==> config.mk <==
export PLATFORM = sky130hd
export DESIGN_NAME = dma_transfer_mailbox
export DESIGN_NICKNAME = d
export VERILOG_FILES = /design/src/rtl/dma_mailbox_pkg.sv /design/src/rtl/dma_transfer_mailbox.sv
export SDC_FILE = /design/constraint.sdc
export NUM_CORES = 1
export LEC_CHECK = 0
export ABC_AREA = 1
export ABC_CLOCK_PERIOD_IN_PS = 2900
export BUFFER_PORTS_ARGS = -buffer_cell sky130_fd_sc_hd__clkbuf_2
export CORE_MARGIN = 1.5
export CORE_UTILIZATION = 50
export CTS_CLUSTER_DIAMETER = 60
export DETAILED_ROUTE_END_ITERATION = 12
export GPL_TIMING_DRIVEN = 0
export PLACE_DENSITY = 0.67
export REMOVE_ABC_BUFFERS = 1
export SLEW_MARGIN = 5
export SYNTH_ARGS = -nofsm -noshare
export SYNTH_HDL_FRONTEND = slang
export SYNTH_SLANG_ARGS = --single-unit
==> constraint.sdc <==
create_clock -name ref_clk_in -period 2.9 [get_ports ref_clk_in]
set_input_delay 0.29 -clock ref_clk_in [delete_from_list [all_inputs] [get_ports ref_clk_in]]
set_output_delay 0.29 -clock ref_clk_in [all_outputs]
set_load 0.01 [all_outputs]
==> src/rtl/dma_mailbox_pkg.sv <==
/*
 * Constants and carrier types shared by the DMA transfer mailbox.
 * Assumes a DSP register port of 5 address bits and 16 data bits and an 8-bit DMA data bus.
 */
`default_nettype none
package dma_mailbox_pkg;
	localparam int FIFO_BYTES = 18;
	localparam int FIFO_WORDS = 9;
	localparam int CNT_W = 5;
	localparam int ADDR_W = 5;
	localparam logic [CNT_W-1:0] CNT_ZERO = 5'h00;
	localparam logic [CNT_W-1:0] CNT_ONE = 5'h01;
	localparam logic [3:0] ALIAS_WORD = 4'h8;
	// DSP address map.
	localparam logic [ADDR_W-1:0] ADDR_TX_BASE = 5'h00;
	localparam logic [ADDR_W-1:0] ADDR_TX_LO = 5'h09;
	localparam logic [ADDR_W-1:0] ADDR_TX_HI = 5'h0A;
	localparam logic [ADDR_W-1:0] ADDR_RX_BASE = 5'h10;
	localparam logic [ADDR_W-1:0] ADDR_RX_LO = 5'h19;
	localparam logic [ADDR_W-1:0] ADDR_RX_HI = 5'h1A;
	localparam logic [ADDR_W-1:0] ADDR_TX_BULK = 5'h1B;
	localparam logic [ADDR_W-1:0] ADDR_RX_BULK = 5'h1C;
	localparam logic [ADDR_W-1:0] ADDR_STATUS = 5'h1D;
	localparam logic [1:0] BUF_EMPTY = 2'h0;
	localparam logic [1:0] BUF_ONE = 2'h1;
	localparam logic [1:0] BUF_FULL = 2'h2;
	typedef enum logic {
		BUS_SEPARATE = 1'b0,
		BUS_SHARED = 1'b1
	} bus_mode_e;
	typedef struct packed {
		logic ack_n;
		logic rd_n;
		logic wr_n;
		logic rw;
		logic data_strobe_n;
	} dma_pins_s;
	typedef struct packed {
		logic [7:0] data;
		logic [CNT_W-1:0] idx;
	} tx_entry_s;
endpackage : dma_mailbox_pkg
`default_nettype wire

==> src/rtl/dma_transfer_mailbox.sv <==
/*
 * DMA transfer mailbox: transmit and receive byte FIFOs between the DSP core and an
 * external DMA controller, with bulk counters, busy flags and DSP interrupt pulses.
 * Assumes all pins are synchronous to ref_clk_in and each strobe lasts at least one cycle.
 */
// Summary of operation
// - Separate strobes: read or write with acknowledge low.
// - Shared strobe: direction line selects read or write.
// - Fly-by inverts command sense for the mailbox.
// - Edge mode: request edge per transfer.
// - Two 18-byte FIFOs, nine DSP words each.
// - Five-bit bulk size and remaining counter per direction.
// - Transmit bulk write loads count, busy, request.
// - Transmit count decrements per DMA write.
// - Acknowledge high pauses; request stays, count holds.
// - Transmit count zero clears request, then busy once the buffer drains.
// - Transmit busy fall unmasked pulses interrupt one.
// - Transmit bytes fill low byte then high byte.
// - Receive bulk write loads count, busy, request.
// - Receive count decrements per DMA read.
// - Receive count zero clears busy and request.
// - Receive busy fall unmasked pulses interrupt two.
// - DMA reads return bytes low then high.
// - DMA behaviour only when DMA mode set.
`timescale 1ns/1ns
`default_nettype none
module dma_transfer_mailbox
	import dma_mailbox_pkg::*;
(
	input wire logic ref_clk_in,
	input wire logic resetn_in,
	input wire logic dma_mode_in,
	input wire bus_mode_e bus_mode_in,
	input wire logic flyby_in,
	input wire logic edge_request_mode_in,
	input wire dma_pins_s dma_pins_in,
	input wire logic [7:0] dma_data_in,
	output logic [7:0] dma_data_out,
	output logic dma_data_oe_n_out,
	output logic tx_dma_request_out,
	output logic rx_dma_request_out,
	output logic tx_accept_ready_out,
	input wire logic dsp_wr_in,
	input wire logic dsp_rd_in,
	input wire logic [ADDR_W-1:0] dsp_addr_in,
	input wire logic [15:0] dsp_wdata_in,
	output logic [15:0] dsp_rdata_out,
	input wire logic tx_irq_mask_in,
	input wire logic rx_irq_mask_in,
	output logic tx_busy_flag_out,
	output logic rx_busy_flag_out,
	output logic dsp_irq_line_1_out,
	output logic dsp_irq_line_2_out
);
	logic [7:0] tx_mem_q [FIFO_BYTES];
	logic [7:0] rx_mem_q [FIFO_BYTES];
	logic [CNT_W-1:0] tx_bulk_size_q, rx_bulk_size_q;
	logic [CNT_W-1:0] tx_remaining_count_q, rx_remaining_count_q;
	logic tx_busy_flag_q, rx_busy_flag_q;
	logic store_prev_q, drive_prev_q, tx_gap_q, rx_gap_q;
	tx_entry_s buf_q [2];
	logic [1:0] buf_cnt_q;
	logic rd_cond, wr_cond, store_cond, drive_cond, store_ev, drive_ev;
	logic tx_push, tx_pop, buf_in_ready, buf_out_ready, buf_out_valid, rx_take;
	logic tx_bulk_wr, rx_bulk_wr, tx_busy_d, rx_busy_d;
	logic [CNT_W-1:0] tx_idx, rx_idx, rx_word, dsp_tx_word;
	logic [7:0] rx_byte_sel;
	logic dsp_tx_hit, dsp_rx_hit;

	always_comb begin
		if (bus_mode_in == BUS_SEPARATE) begin
			rd_cond = !dma_pins_in.ack_n && !dma_pins_in.rd_n;
			wr_cond = !dma_pins_in.ack_n && !dma_pins_in.wr_n;
		end else begin
			rd_cond = !dma_pins_in.ack_n && !dma_pins_in.data_strobe_n && dma_pins_in.rw;
			wr_cond = !dma_pins_in.ack_n && !dma_pins_in.data_strobe_n && !dma_pins_in.rw;
		end
	end

	// The mailbox stores on a read command and drives on a write command in fly-by.
	assign store_cond = dma_mode_in && (flyby_in ? rd_cond : wr_cond);
	assign drive_cond = dma_mode_in && (flyby_in ? wr_cond : rd_cond);
	// One transaction per strobe assertion, so a long strobe counts once.
	assign store_ev = store_cond && !store_prev_q;
	assign drive_ev = drive_cond && !drive_prev_q;

	always_ff @(posedge ref_clk_in) begin
		if (!resetn_in) begin
			store_prev_q <= 1'b0;
			drive_prev_q <= 1'b0;
		end else begin
			store_prev_q <= store_cond;
			drive_prev_q <= drive_cond;
		end
	end

	// Transmit path: a write refused by a full buffer is not counted.
	assign tx_idx = tx_bulk_size_q - tx_remaining_count_q;
	assign tx_push = store_ev && (tx_remaining_count_q != CNT_ZERO) && buf_in_ready;
	assign buf_in_ready = (buf_cnt_q != BUF_FULL);
	assign buf_out_valid = (buf_cnt_q != BUF_EMPTY);
	assign dsp_tx_word = dsp_addr_in - ADDR_TX_BASE;
	assign dsp_tx_hit = dsp_addr_in < (ADDR_TX_BASE + CNT_W'(FIFO_WORDS));
	// A DSP write to the transmit words takes the array port, so the buffer waits.
	assign buf_out_ready = !(dsp_wr_in && (dsp_tx_hit || dsp_addr_in == ADDR_TX_LO
		|| dsp_addr_in == ADDR_TX_HI));
	assign tx_pop = buf_out_valid && buf_out_ready;

	always_ff @(posedge ref_clk_in) begin
		if (!resetn_in) begin
			buf_cnt_q <= BUF_EMPTY;
			buf_q[0] <= '0;
			buf_q[1] <= '0;
		end else begin
			if (tx_pop) begin
				buf_q[0] <= buf_q[1];
			end
			if (tx_push) begin
				if (buf_cnt_q == BUF_EMPTY || (buf_cnt_q == BUF_ONE && tx_pop)) begin
					buf_q[0] <= '{data: dma_data_in, idx: tx_idx};
				end else begin
					buf_q[1] <= '{data: dma_data_in, idx: tx_idx};
				end
			end
			buf_cnt_q <= buf_cnt_q + {1'b0, tx_push} - {1'b0, tx_pop};
		end
	end

	always_ff @(posedge ref_clk_in) begin
		if (tx_pop) begin
			tx_mem_q[buf_q[0].idx] <= buf_q[0].data;
		end else if (dsp_wr_in && dsp_tx_hit) begin
			tx_mem_q[{dsp_tx_word[3:0], 1'b0}] <= dsp_wdata_in[7:0];
			tx_mem_q[{dsp_tx_word[3:0], 1'b1}] <= dsp_wdata_in[15:8];
		end else if (dsp_wr_in && dsp_addr_in == ADDR_TX_LO) begin
			tx_mem_q[{ALIAS_WORD, 1'b0}] <= dsp_wdata_in[7:0];
		end else if (dsp_wr_in && dsp_addr_in == ADDR_TX_HI) begin
			tx_mem_q[{ALIAS_WORD, 1'b1}] <= dsp_wdata_in[7:0];
		end
	end

	// Receive path.
	assign rx_idx = rx_bulk_size_q - rx_remaining_count_q;
	assign rx_take = drive_ev && (rx_remaining_count_q != CNT_ZERO);
	assign rx_byte_sel = rx_mem_q[rx_idx];
	assign rx_word = dsp_addr_in - ADDR_RX_BASE;
	assign dsp_rx_hit = dsp_addr_in >= ADDR_RX_BASE
		&& dsp_addr_in < (ADDR_RX_BASE + CNT_W'(FIFO_WORDS));

	always_ff @(posedge ref_clk_in) begin
		if (dsp_wr_in && dsp_rx_hit) begin
			rx_mem_q[{rx_word[3:0], 1'b0}] <= dsp_wdata_in[7:0];
			rx_mem_q[{rx_word[3:0], 1'b1}] <= dsp_wdata_in[15:8];
		end else if (dsp_wr_in && dsp_addr_in == ADDR_RX_LO) begin
			rx_mem_q[{ALIAS_WORD, 1'b0}] <= dsp_wdata_in[7:0];
		end else if (dsp_wr_in && dsp_addr_in == ADDR_RX_HI) begin
			rx_mem_q[{ALIAS_WORD, 1'b1}] <= dsp_wdata_in[7:0];
		end
	end

	always_ff @(posedge ref_clk_in) begin
		if (!resetn_in) begin
			dma_data_out <= 8'h00;
			dma_data_oe_n_out <= 1'b1;
		end else begin
			if (rx_take) begin
				dma_data_out <= rx_byte_sel;
			end
			dma_data_oe_n_out <= !drive_cond;
		end
	end

	// Bulk control per direction.
	assign tx_bulk_wr = dsp_wr_in && dsp_addr_in == ADDR_TX_BULK;
	assign rx_bulk_wr = dsp_wr_in && dsp_addr_in == ADDR_RX_BULK;
	// Busy stays up until the last buffered byte has landed in the array.
	assign tx_busy_d = tx_bulk_wr || (tx_busy_flag_q
		&& !(tx_remaining_count_q == CNT_ZERO && !buf_out_valid));
	assign rx_busy_d = rx_bulk_wr || (rx_busy_flag_q
		&& rx_remaining_count_q != CNT_ZERO);

	always_ff @(posedge ref_clk_in) begin
		if (!resetn_in) begin
			tx_bulk_size_q <= CNT_ZERO;
			tx_remaining_count_q <= CNT_ZERO;
			tx_busy_flag_q <= 1'b0;
		end else begin
			tx_busy_flag_q <= tx_busy_d;
			if (tx_bulk_wr) begin
				tx_bulk_size_q <= dsp_wdata_in[CNT_W-1:0];
				tx_remaining_count_q <= dsp_wdata_in[CNT_W-1:0];
			end else if (tx_push) begin
				tx_remaining_count_q <= tx_remaining_count_q - CNT_ONE;
			end
		end
	end

	always_ff @(posedge ref_clk_in) begin
		if (!resetn_in) begin
			rx_bulk_size_q <= CNT_ZERO;
			rx_remaining_count_q <= CNT_ZERO;
			rx_busy_flag_q <= 1'b0;
		end else begin
			rx_busy_flag_q <= rx_busy_d;
			if (rx_bulk_wr) begin
				rx_bulk_size_q <= dsp_wdata_in[CNT_W-1:0];
				rx_remaining_count_q <= dsp_wdata_in[CNT_W-1:0];
			end else if (rx_take) begin
				rx_remaining_count_q <= rx_remaining_count_q - CNT_ONE;
			end
		end
	end

	// Request pins; edge mode opens a two-cycle gap after each transfer.
	always_ff @(posedge ref_clk_in) begin
		if (!resetn_in) begin
			tx_gap_q <= 1'b0;
			rx_gap_q <= 1'b0;
			tx_dma_request_out <= 1'b0;
			rx_dma_request_out <= 1'b0;
			tx_accept_ready_out <= 1'b1;
		end else begin
			tx_gap_q <= edge_request_mode_in && tx_push;
			rx_gap_q <= edge_request_mode_in && rx_take;
			tx_dma_request_out <= dma_mode_in && tx_busy_d && !tx_bulk_wr
				? (tx_remaining_count_q != CNT_ZERO && !(edge_request_mode_in
				&& (tx_push || tx_gap_q || !buf_in_ready)))
				: (dma_mode_in && tx_bulk_wr);
			rx_dma_request_out <= dma_mode_in && rx_busy_d && !rx_bulk_wr
				? (rx_remaining_count_q != CNT_ZERO && !(edge_request_mode_in
				&& (rx_take || rx_gap_q)))
				: (dma_mode_in && rx_bulk_wr);
			tx_accept_ready_out <= (buf_cnt_q + {1'b0, tx_push} - {1'b0, tx_pop}) != BUF_FULL;
		end
	end

	// Flags, interrupt pulses and DSP read data.
	always_ff @(posedge ref_clk_in) begin
		if (!resetn_in) begin
			tx_busy_flag_out <= 1'b0;
			rx_busy_flag_out <= 1'b0;
			dsp_irq_line_1_out <= 1'b0;
			dsp_irq_line_2_out <= 1'b0;
		end else begin
			tx_busy_flag_out <= tx_busy_d;
			rx_busy_flag_out <= rx_busy_d;
			dsp_irq_line_1_out <= tx_busy_flag_q && !tx_busy_d && !tx_irq_mask_in;
			dsp_irq_line_2_out <= rx_busy_flag_q && !rx_busy_d && !rx_irq_mask_in;
		end
	end

	always_ff @(posedge ref_clk_in) begin
		if (!resetn_in) begin
			dsp_rdata_out <= 16'h0000;
		end else if (dsp_rd_in) begin
			if (dsp_tx_hit) begin
				dsp_rdata_out <= {tx_mem_q[{dsp_tx_word[3:0], 1'b1}],
					tx_mem_q[{dsp_tx_word[3:0], 1'b0}]};
			end else if (dsp_addr_in == ADDR_TX_LO) begin
				dsp_rdata_out <= {8'h00, tx_mem_q[{ALIAS_WORD, 1'b0}]};
			end else if (dsp_addr_in == ADDR_TX_HI) begin
				dsp_rdata_out <= {8'h00, tx_mem_q[{ALIAS_WORD, 1'b1}]};
			end else if (dsp_rx_hit) begin
				dsp_rdata_out <= {rx_mem_q[{rx_word[3:0], 1'b1}], rx_mem_q[{rx_word[3:0], 1'b0}]};
			end else if (dsp_addr_in == ADDR_RX_LO) begin
				dsp_rdata_out <= {8'h00, rx_mem_q[{ALIAS_WORD, 1'b0}]};
			end else if (dsp_addr_in == ADDR_RX_HI) begin
				dsp_rdata_out <= {8'h00, rx_mem_q[{ALIAS_WORD, 1'b1}]};
			end else if (dsp_addr_in == ADDR_TX_BULK) begin
				dsp_rdata_out <= {11'h000, tx_bulk_size_q};
			end else if (dsp_addr_in == ADDR_RX_BULK) begin
				dsp_rdata_out <= {11'h000, rx_bulk_size_q};
			end else if (dsp_addr_in == ADDR_STATUS) begin
				dsp_rdata_out <= {14'h0000, rx_busy_flag_q, tx_busy_flag_q};
			end else begin
				dsp_rdata_out <= 16'h0000;
			end
		end
	end

	property p_tx_load;
		@(posedge ref_clk_in) disable iff (!resetn_in)
		tx_bulk_wr |=> tx_busy_flag_q && tx_remaining_count_q == $past(dsp_wdata_in[CNT_W-1:0]);
	endproperty
	a_tx_load: assert property (p_tx_load) else $error("tx bulk write did not load");
	property p_tx_dec;
		@(posedge ref_clk_in) disable iff (!resetn_in)
		tx_push && !tx_bulk_wr |=> tx_remaining_count_q == $past(tx_remaining_count_q) - CNT_ONE;
	endproperty
	a_tx_dec: assert property (p_tx_dec) else $error("tx count did not decrement");
	property p_pause;
		@(posedge ref_clk_in) disable iff (!resetn_in)
		dma_pins_in.ack_n && !edge_request_mode_in && tx_dma_request_out && !tx_bulk_wr
			|=> tx_dma_request_out && $stable(tx_remaining_count_q);
	endproperty
	a_pause: assert property (p_pause) else $error("pause dropped request or counted");
	property p_tx_done;
		@(posedge ref_clk_in) disable iff (!resetn_in)
		$fell(tx_busy_flag_out) |-> tx_remaining_count_q == CNT_ZERO && !tx_dma_request_out;
	endproperty
	a_tx_done: assert property (p_tx_done) else $error("tx busy fell early");
	property p_tx_irq;
		@(posedge ref_clk_in) disable iff (!resetn_in)
		$fell(tx_busy_flag_out) && !$past(tx_irq_mask_in) |-> dsp_irq_line_1_out;
	endproperty
	a_tx_irq: assert property (p_tx_irq) else $error("tx interrupt missing");
	property p_rx_dec;
		@(posedge ref_clk_in) disable iff (!resetn_in)
		rx_take && !rx_bulk_wr |=> rx_remaining_count_q == $past(rx_remaining_count_q) - CNT_ONE;
	endproperty
	a_rx_dec: assert property (p_rx_dec) else $error("rx count did not decrement");
	property p_rx_order;
		@(posedge ref_clk_in) disable iff (!resetn_in)
		rx_take |=> dma_data_out == $past(rx_byte_sel);
	endproperty
	a_rx_order: assert property (p_rx_order) else $error("rx byte out of order");
	property p_rx_irq;
		@(posedge ref_clk_in) disable iff (!resetn_in)
		$fell(rx_busy_flag_out) && !$past(rx_irq_mask_in)
			|-> dsp_irq_line_2_out && !rx_dma_request_out;
	endproperty
	a_rx_irq: assert property (p_rx_irq) else $error("rx completion wrong");
	property p_edge;
		@(posedge ref_clk_in) disable iff (!resetn_in)
		edge_request_mode_in && rx_take && !rx_bulk_wr |=> !rx_dma_request_out;
	endproperty
	a_edge: assert property (p_edge) else $error("no request edge per transfer");
	property p_reset;
		@(posedge ref_clk_in)
		!resetn_in |=> !tx_dma_request_out && !rx_dma_request_out && !tx_busy_flag_out;
	endproperty
	a_reset: assert property (p_reset) else $error("reset state wrong");
endmodule : dma_transfer_mailbox
`default_nettype wire

==> results of run 1 <==
==> report_power, final <==
group / switching (mW) / internal, mW
clock: 2.08 / 3.15
sequential: 0.197 / 6.16
combinational: 1.62 / 0.720
total: 3.89 / 10.0
==> layout make-up <==
| class | count | area (µm²) | area share (%) |
|---|---|---|---|
| timing repair buffer | 111 | 800.8 | 3.786 |
| timing repair inverter | 1 | 7.507 | 0.03549 |
| sequential | 372 | 10590 | 50.07 |
| clock buffer | 53 | 1081 | 5.111 |
| inverter | 156 | 603.1 | 2.851 |
| multi-input combinational | 1514 | 7243 | 34.24 |
| tap | 468 | 585.6 | 2.768 |
| clock inverter | 20 | 241.5 | 1.142 |
==> worst max path at each step <==
stage	start	cells after the start	end	slack (ps)
2_1_floorplan	dsp_addr_in[1]	8	tx_mem_q[4][0]	-1340
3_3_place_gp	dsp_addr_in[1]	9	tx_mem_q[3][5]	-4840
3_5_place_dp	dsp_addr_in[1]	8	rx_mem_q[1][4]	-1830
4_1_cts	dsp_addr_in[0]	9	tx_mem_q[16][5]	30
5_1_grt	dsp_addr_in[0]	10	rx_mem_q[6][4]	-60
6_report	dsp_addr_in[0]	10	rx_mem_q[6][4]	30
==> worst max-delay path, cell delays in order <==
cell	delay [ps]
clkbuf_4	290
inv_2	370
nand2_4	290
o21ai_2	220
nand2_1	180
a21oi_1	400
clkinvlp_4	190
buf_12	200
nor3_2	360
buf_4	270
==> routing by layer <==
layer	track usage, %	share of wire, %
met1	37.22	39
met2	48.23	48
met3	3.990	8.4
met4	14.56	4.9
met5	0	0
==> state kept, by name, summed over array words and instances (netlist names), 2 cells and up <==
register,count
dsp_rdata_out,16
buf_q,26
tx_bulk_size_q,5
tx_mem_q,144
buf_cnt_q,2
rx_remaining_count_q,5
dma_data_out,8
rx_mem_q,144
tx_remaining_count_q,5
rx_bulk_size_q,5
==> what timing repair did <==
| item | CTS | global route |
|---|---|---|
| setup endpoints to repair | 575 | 184 |
| gates cloned | 3 | 0 |
| resized for setup | 59 | 14 |
| pin swaps | 4 | 1 |
| setup buffers | 4 | 5 |
| hold endpoints to repair | 4 | 0 |
| hold buffers | 3 | 0 |
==> layout by cell type, fill, tap and decap left out, types with 12 or more instances in the layout <==
master,count
buf_4,20
a21oi_1,103
nand3_1,104
clkbuf_16,41
o211ai_1,17
nand4_1,27
inv_1,144
nor2_1,242
dfxtp_1,58
clkbuf_2,73
ha_1,13
edfxtp_1,314
o21ai_1,42
o21ai_0,236
nand2_1,632
nor3_4,12
==> logic make-up after synthesis <==
group | Yosys count
buffers and inverters | 280
DFF | 372
and+or+nand+nor | 1055
adders and majority gates | 16
xor gates and xnor gates | 15
AOI/OAI and AO/OA | 426
==> metrics by stage <==
step	cells	setup slack [ps]	hold WS [ps]
after floorplan	2040	-1345	366.6
after global placement	2583	-4842	454.1
after global routing	2695	-58.72	70.33
after CTS	2690	25.02	28.36
after detailed placement	2607	-1831	458.3
final	2695	29.84	48.00
==> results.json, run 1 <==
{
  "dieArea_mm2": 0.03820,
  "grt_pass1_wl_um": 84310,
  "cts_buffers": 41,
  "setup_viol": 0,
  "yosysUniqueCellTypes": 37,
  "status": "finished, final reports clean",
  "reg2regPathDepth": 10,
  "synth_compound_area_share_pct": 12.01,
  "die_w_um": 195.5,
  "worst_clock_skew_ps": 11.71,
  "post-route-min-period_ps": 2870,
  "crit_required_ps": 3130,
  "syn2layout_area_growth_pct": 14.21,
  "routed_via_density": 5.856,
  "drive_gt1_share_pct": 10.55,
  "placed_cell_area_mm2": 0.01938,
  "p_leak_nw": 8.379,
  "synthAdderAreaFrac_pct": 1.162,
  "fmax_mhz": 348.4,
  "core-area_mm2": 0.03652,
  "startpoint_type": "input pin",
  "grt_pass1_vias": 14930,
  "numPortBuffers": 75,
  "synth.area.mux_share_pct": 0,
  "gp_congestion": 0.8931,
  "initial_utilization_pct": 50.71,
  "postSynthAreaPerCell_um2": 8.558,
  "yosysTopAreaCellShare_pct": 50.91,
  "synthSimpleGateAreaFrac_pct": 23.01,
  "synth_top_family_by_area": "simple AND/OR/NAND/NOR gates",
  "ys_top_cells_by_count": "638 x nand2_1, 314 x edfxtp_1, 263 x o21ai_0",
  "cts.root.buffer_cell": "clkbuf_16",
  "maxCapViolations": 0,
  "power_mw": 13.93,
  "grt_overflow": 0,
  "route.detailed.drc": 0,
  "hold_violations": 0,
  "fp.dieH_um": 195.5,
  "worst-r2r-setup-slack_ps": 110,
  "synth_area_leaders": "edfxtp_1 51%, nand2_1 13%, o21ai_0 7.1%",
  "detail-route-antenna-nets": 0,
  "grt_max_degree": 74,
  "min_path_type": "input pin to flop",
  "cts_tree": "yes",
  "period_share_pct": 98.97,
  "pin_count": 76,
  "hp-start": "edge_request_mode_in",
  "first_iter_violations": 1758,
  "htreeDepth": 2,
  "vias": 15780,
  "synth_async_sr_flop_share_pct": 0,
  "synth_warnings": 0,
  "post-route-util_pct": 57.92,
  "reg2reg_to": "dma_data_out[4]",
  "peakVddDrop_mv": 0.7040,
  "synth.most_common_cell": "nand2_1",
  "synth_cells": 2164,
  "syn_area_mm2": 0.01852,
  "end_kind": "flop",
  "cp_max_fo": 26,
  "dr.pass1.iters": 6,
  "max_slew.worst_pin.slew_ps": 1003,
  "design_area_mm2": 0.02115,
  "reg2reg_from": "rx_remaining_count_q[0]",
  "avgRoutedWirePerCell_um": 20.65,
  "fillers": 3161,
  "antenna_cells": 0,
  "holdPathStages": 4,
  "tns_ps": 0,
  "synth_xor_area_share_pct": 0.7094,
  "clk_latency_ps": 530,
  "yosysTopAreaCell": "edfxtp_1",
  "placementRows": 70,
  "relSlewSlack_pct": 32.68,
  "place_hpwl_um": 37810,
  "slew_violations": 0,
  "crit_arrival_ps": 3100,
  "antenna_found_initial": 0,
  "min_to": "tx_dma_request_out",
  "power.density_cell_area_mw_per_mm2": 658.5,
  "clk_pin_slew_ps": 60,
  "clock-sinks": 372,
  "path_class": "input pin to flop",
  "finalWirelength_um": 55650,
  "synth_edf_count": 314,
  "synth_seq_area_share_pct": 57.18,
  "grt_usage_pct": 28.97,
  "fin_nets": 2257,
  "clock_path_buffers": 3,
  "ys_seq_elements": 372,
  "synth_flop_cell": "edfxtp_1",
  "rsz0062_at_grt": "yes"
}
Note: power is estimated with default switching activity, not from simulation.
==> inputs of run 2 (changes only) <==
--- a/config.mk
+++ b/config.mk
@@ -9,11 +9,10 @@
 export ABC_CLOCK_PERIOD_IN_PS = 2900
 export BUFFER_PORTS_ARGS = -buffer_cell sky130_fd_sc_hd__clkbuf_2
 export CORE_MARGIN = 1.5
-export CORE_UTILIZATION = 50
+export CORE_UTILIZATION = 45
 export CTS_CLUSTER_DIAMETER = 60
 export DETAILED_ROUTE_END_ITERATION = 12
 export GPL_TIMING_DRIVEN = 0
-export PLACE_DENSITY = 0.67
 export REMOVE_ABC_BUFFERS = 1
 export SLEW_MARGIN = 5
 export SYNTH_ARGS = -nofsm -noshare
==> run 2 against run 1 <==
Final area up 0.83%. Core utilization down 5.6 points. Largest power group unchanged. Clock power down 2%. Maximum frequency up 3.0%. Critical path depth unchanged. Via count down 0.60%. Critical path type unchanged. Total power down 0.51%. Clock skew up 4.3 ps. Global-route usage down 1.7 points. Die area up 11%.
==> results.json, run 2 (synthesis results as in run 1) <==
{
  "status": "finished, final reports clean",
  "layout_commonest_cell": "nand2_1",
  "grt_pass1_vias": 14600,
  "dieArea_mm2": 0.04238,
  "setup_viol": 0,
  "crit_path_end": "rx_mem_q[12][4]",
  "busiest_layer": "met2",
  "clock_path_buffers": 3,
  "post-route-min-period_ps": 2788,
  "route.detailed.drc": 0,
  "grt_pass1_wl_um": 85890,
  "grt_overflow": 0,
  "core-area_mm2": 0.04074,
  "avgRoutedWirePerCell_um": 20.76,
  "power.density_cell_area_mw_per_mm2": 649.8,
  "power_mw": 13.86,
  "reg2reg_to": "dma_data_out[7]",
  "worst-r2r-setup-slack_ps": 120,
  "grt_usage_pct": 27.26,
  "placementRows": 74,
  "vias": 15690,
  "crit_arrival_ps": 3050,
  "p_leak_nw": 8.456,
  "first_iter_violations": 1708,
  "reg2regPathDepth": 13,
  "hold_violations": 0,
  "startpoint_type": "input pin",
  "crit_chain": "clkbuf_2 > inv_6 > nand2_4 > nor2_2 > inv_1 > a21oi_2 > clkinvlp_4 > buf_4 > nor3_2 > buf_4",
  "reg.largest.list": "rx_mem_q (144), tx_mem_q (144), buf_q (26)",
  "antenna_cells": 0,
  "pin_count": 76,
  "initial_utilization_pct": 45.46,
  "fin_nets": 2278,
  "dr.pass1.iters": 6,
  "rsz0062_at_grt": "no",
  "cp_max_fo": 25,
  "drive_gt1_share_pct": 10.99,
  "worst_clock_skew_ps": 16.05,
  "slowest_stage": "clkbuf_2",
  "finalWirelength_um": 57710,
  "crit_required_ps": 3170,
  "place_inst": 2672,
  "place_hpwl_um": 38320,
  "final_cells": 2780,
  "cts_tree": "yes",
  "cp-startpoint": "dsp_addr_in[1]",
  "max_slew.worst_pin.slew_ps": 1017,
  "maxCapViolations": 0,
  "final_cell_mix": "632 x nand2_1, 314 x edfxtp_1, 243 x nor2_1",
  "cp.depth": 10,
  "fmax_mhz": 358.7,
  "clk_latency_ps": 570,
  "path_class": "input pin to flop",
  "path_common_cell": "buf_4",
  "routed_via_density": 5.643,
  "clock-sinks": 372,
  "slew_violations": 0,
  "grt_util_met1_pct": 35.61,
  "worst-path-buf-inv": 6,
  "cts.root.buffer_cell": "clkbuf_16",
  "min_path_type": "input pin to flop",
  "syn2layout_area_growth_pct": 15.16,
  "grt_max_degree": 74,
  "slowest_delay_ps": 370,
  "peakVddDrop_mv": 0.4742,
  "gp_congestion": 0.8803,
  "period_share_pct": 96.13,
  "htreeDepth": 2,
  "met2_usage_pct": 44.56,
  "detail-route-antenna-nets": 0,
  "fillers": 3780,
  "fp.dieH_um": 205.9,
  "antenna_found_initial": 0,
  "cp_top_family": "buffers and inverters",
  "clk_pin_slew_ps": 60,
  "relSlewSlack_pct": 31.69,
  "reg2reg_from": "rx_remaining_count_q[0]",
  "numPortBuffers": 75,
  "die_w_um": 205.9,
  "cts_buffers": 42,
  "end_kind": "flop",
  "gr-usage-met3_pct": 3.942
}
run 2: cell count changes in the layout (fill, tap and decap cells not counted), sizes merged:
| cell | delta |
|---|---|
| dlygate4sd3 | +2 |
| clkinv | +4 |
| clkbuf | +1 |
| clkinvlp | -1 |
| inv | +1 |
| bufinv | -4 |
| buf | +18 |
run 2: routing by layer:
layer,part of all wire (%),wire length (µm),vias up
met5,0,0,-
met4,4.4,2535,0
met3,8.0,4600,143
met2,47,27140,740
met1,41,23430,7397
li1,-,-,7408
run 2: power by group:
group / switching [mW] / internal [mW] / total (mW)
sequential: 0.202 / 6.17 / 6.37
clock: 2.14 / 2.98 / 5.12
combinational: 1.63 / 0.733 / 2.37
run 2: worst min path at each step:
stage | from | endpoint | slack [ps] | depth (start not counted)
finish | dma_data_in[5] | buf_q[0][23] | 40 | 3
global route | dma_data_in[1] | buf_q[0][19] | 60 | 3
CTS | dma_data_in[5] | buf_q[0][23] | 20 | 3
detailed placement | rx_remaining_count_q[1] | rx_remaining_count_q[1] | 460 | 2
global placement | rx_remaining_count_q[1] | rx_remaining_count_q[1] | 450 | 2
floorplan | tx_irq_mask_in | dsp_irq_line_1_out | 370 | 1
run 2: cell type report:
cell class	count	area, µm²	area share (%)
tap	532	665.6	3.121
sequential	372	10590	49.65
timing repair buffer	131	978.4	4.588
clock buffer	54	1160	5.438
clock inverter	20	140.1	0.6570
multi-input combinational	1514	7178	33.66
timing repair inverter	1	7.507	0.03520
inverter	156	608.1	2.851
run 2: worst register-to-register path: cells and delay by family, from the launching register on:
kind / cells / cell delay, ps
and+or+nand+nor: 5 / 500
DFF: 1 / 390
AOI/OAI and AO/OA: 2 / 290
buffers and inverters: 4 / 730
adders and majority gates: 2 / 800
run 2: repair_timing:
action / CTS / global route
setup endpoints to repair: 567 / 244
cloned: 3 / 0
gates resized for setup: 51 / 12
hold buffers: 5 / 0
buffers inserted: 14 / 12
pin swaps: 9 / 2
hold endpoints to repair: 5 / 0
run 2: through the flow:
step / utilization (%) / hold slack [ps] / instance area (µm²) / setup WS, ps / TNS [ps]
after CTS: 51.99 / 17.31 / 21180 / -0.9690 / -1.872
after detailed placement: 47.79 / 458.3 / 19470 / -1915 / -677790
after floorplan: - / 366.6 / 18010 / -1345 / -341480
after global placement: 46.76 / 454.9 / 19050 / -5087 / -1950360
after global routing: 52.35 / 63.24 / 21330 / 22.41 / 0
final: 52.35 / 39.90 / 21330 / 112.3 / 0
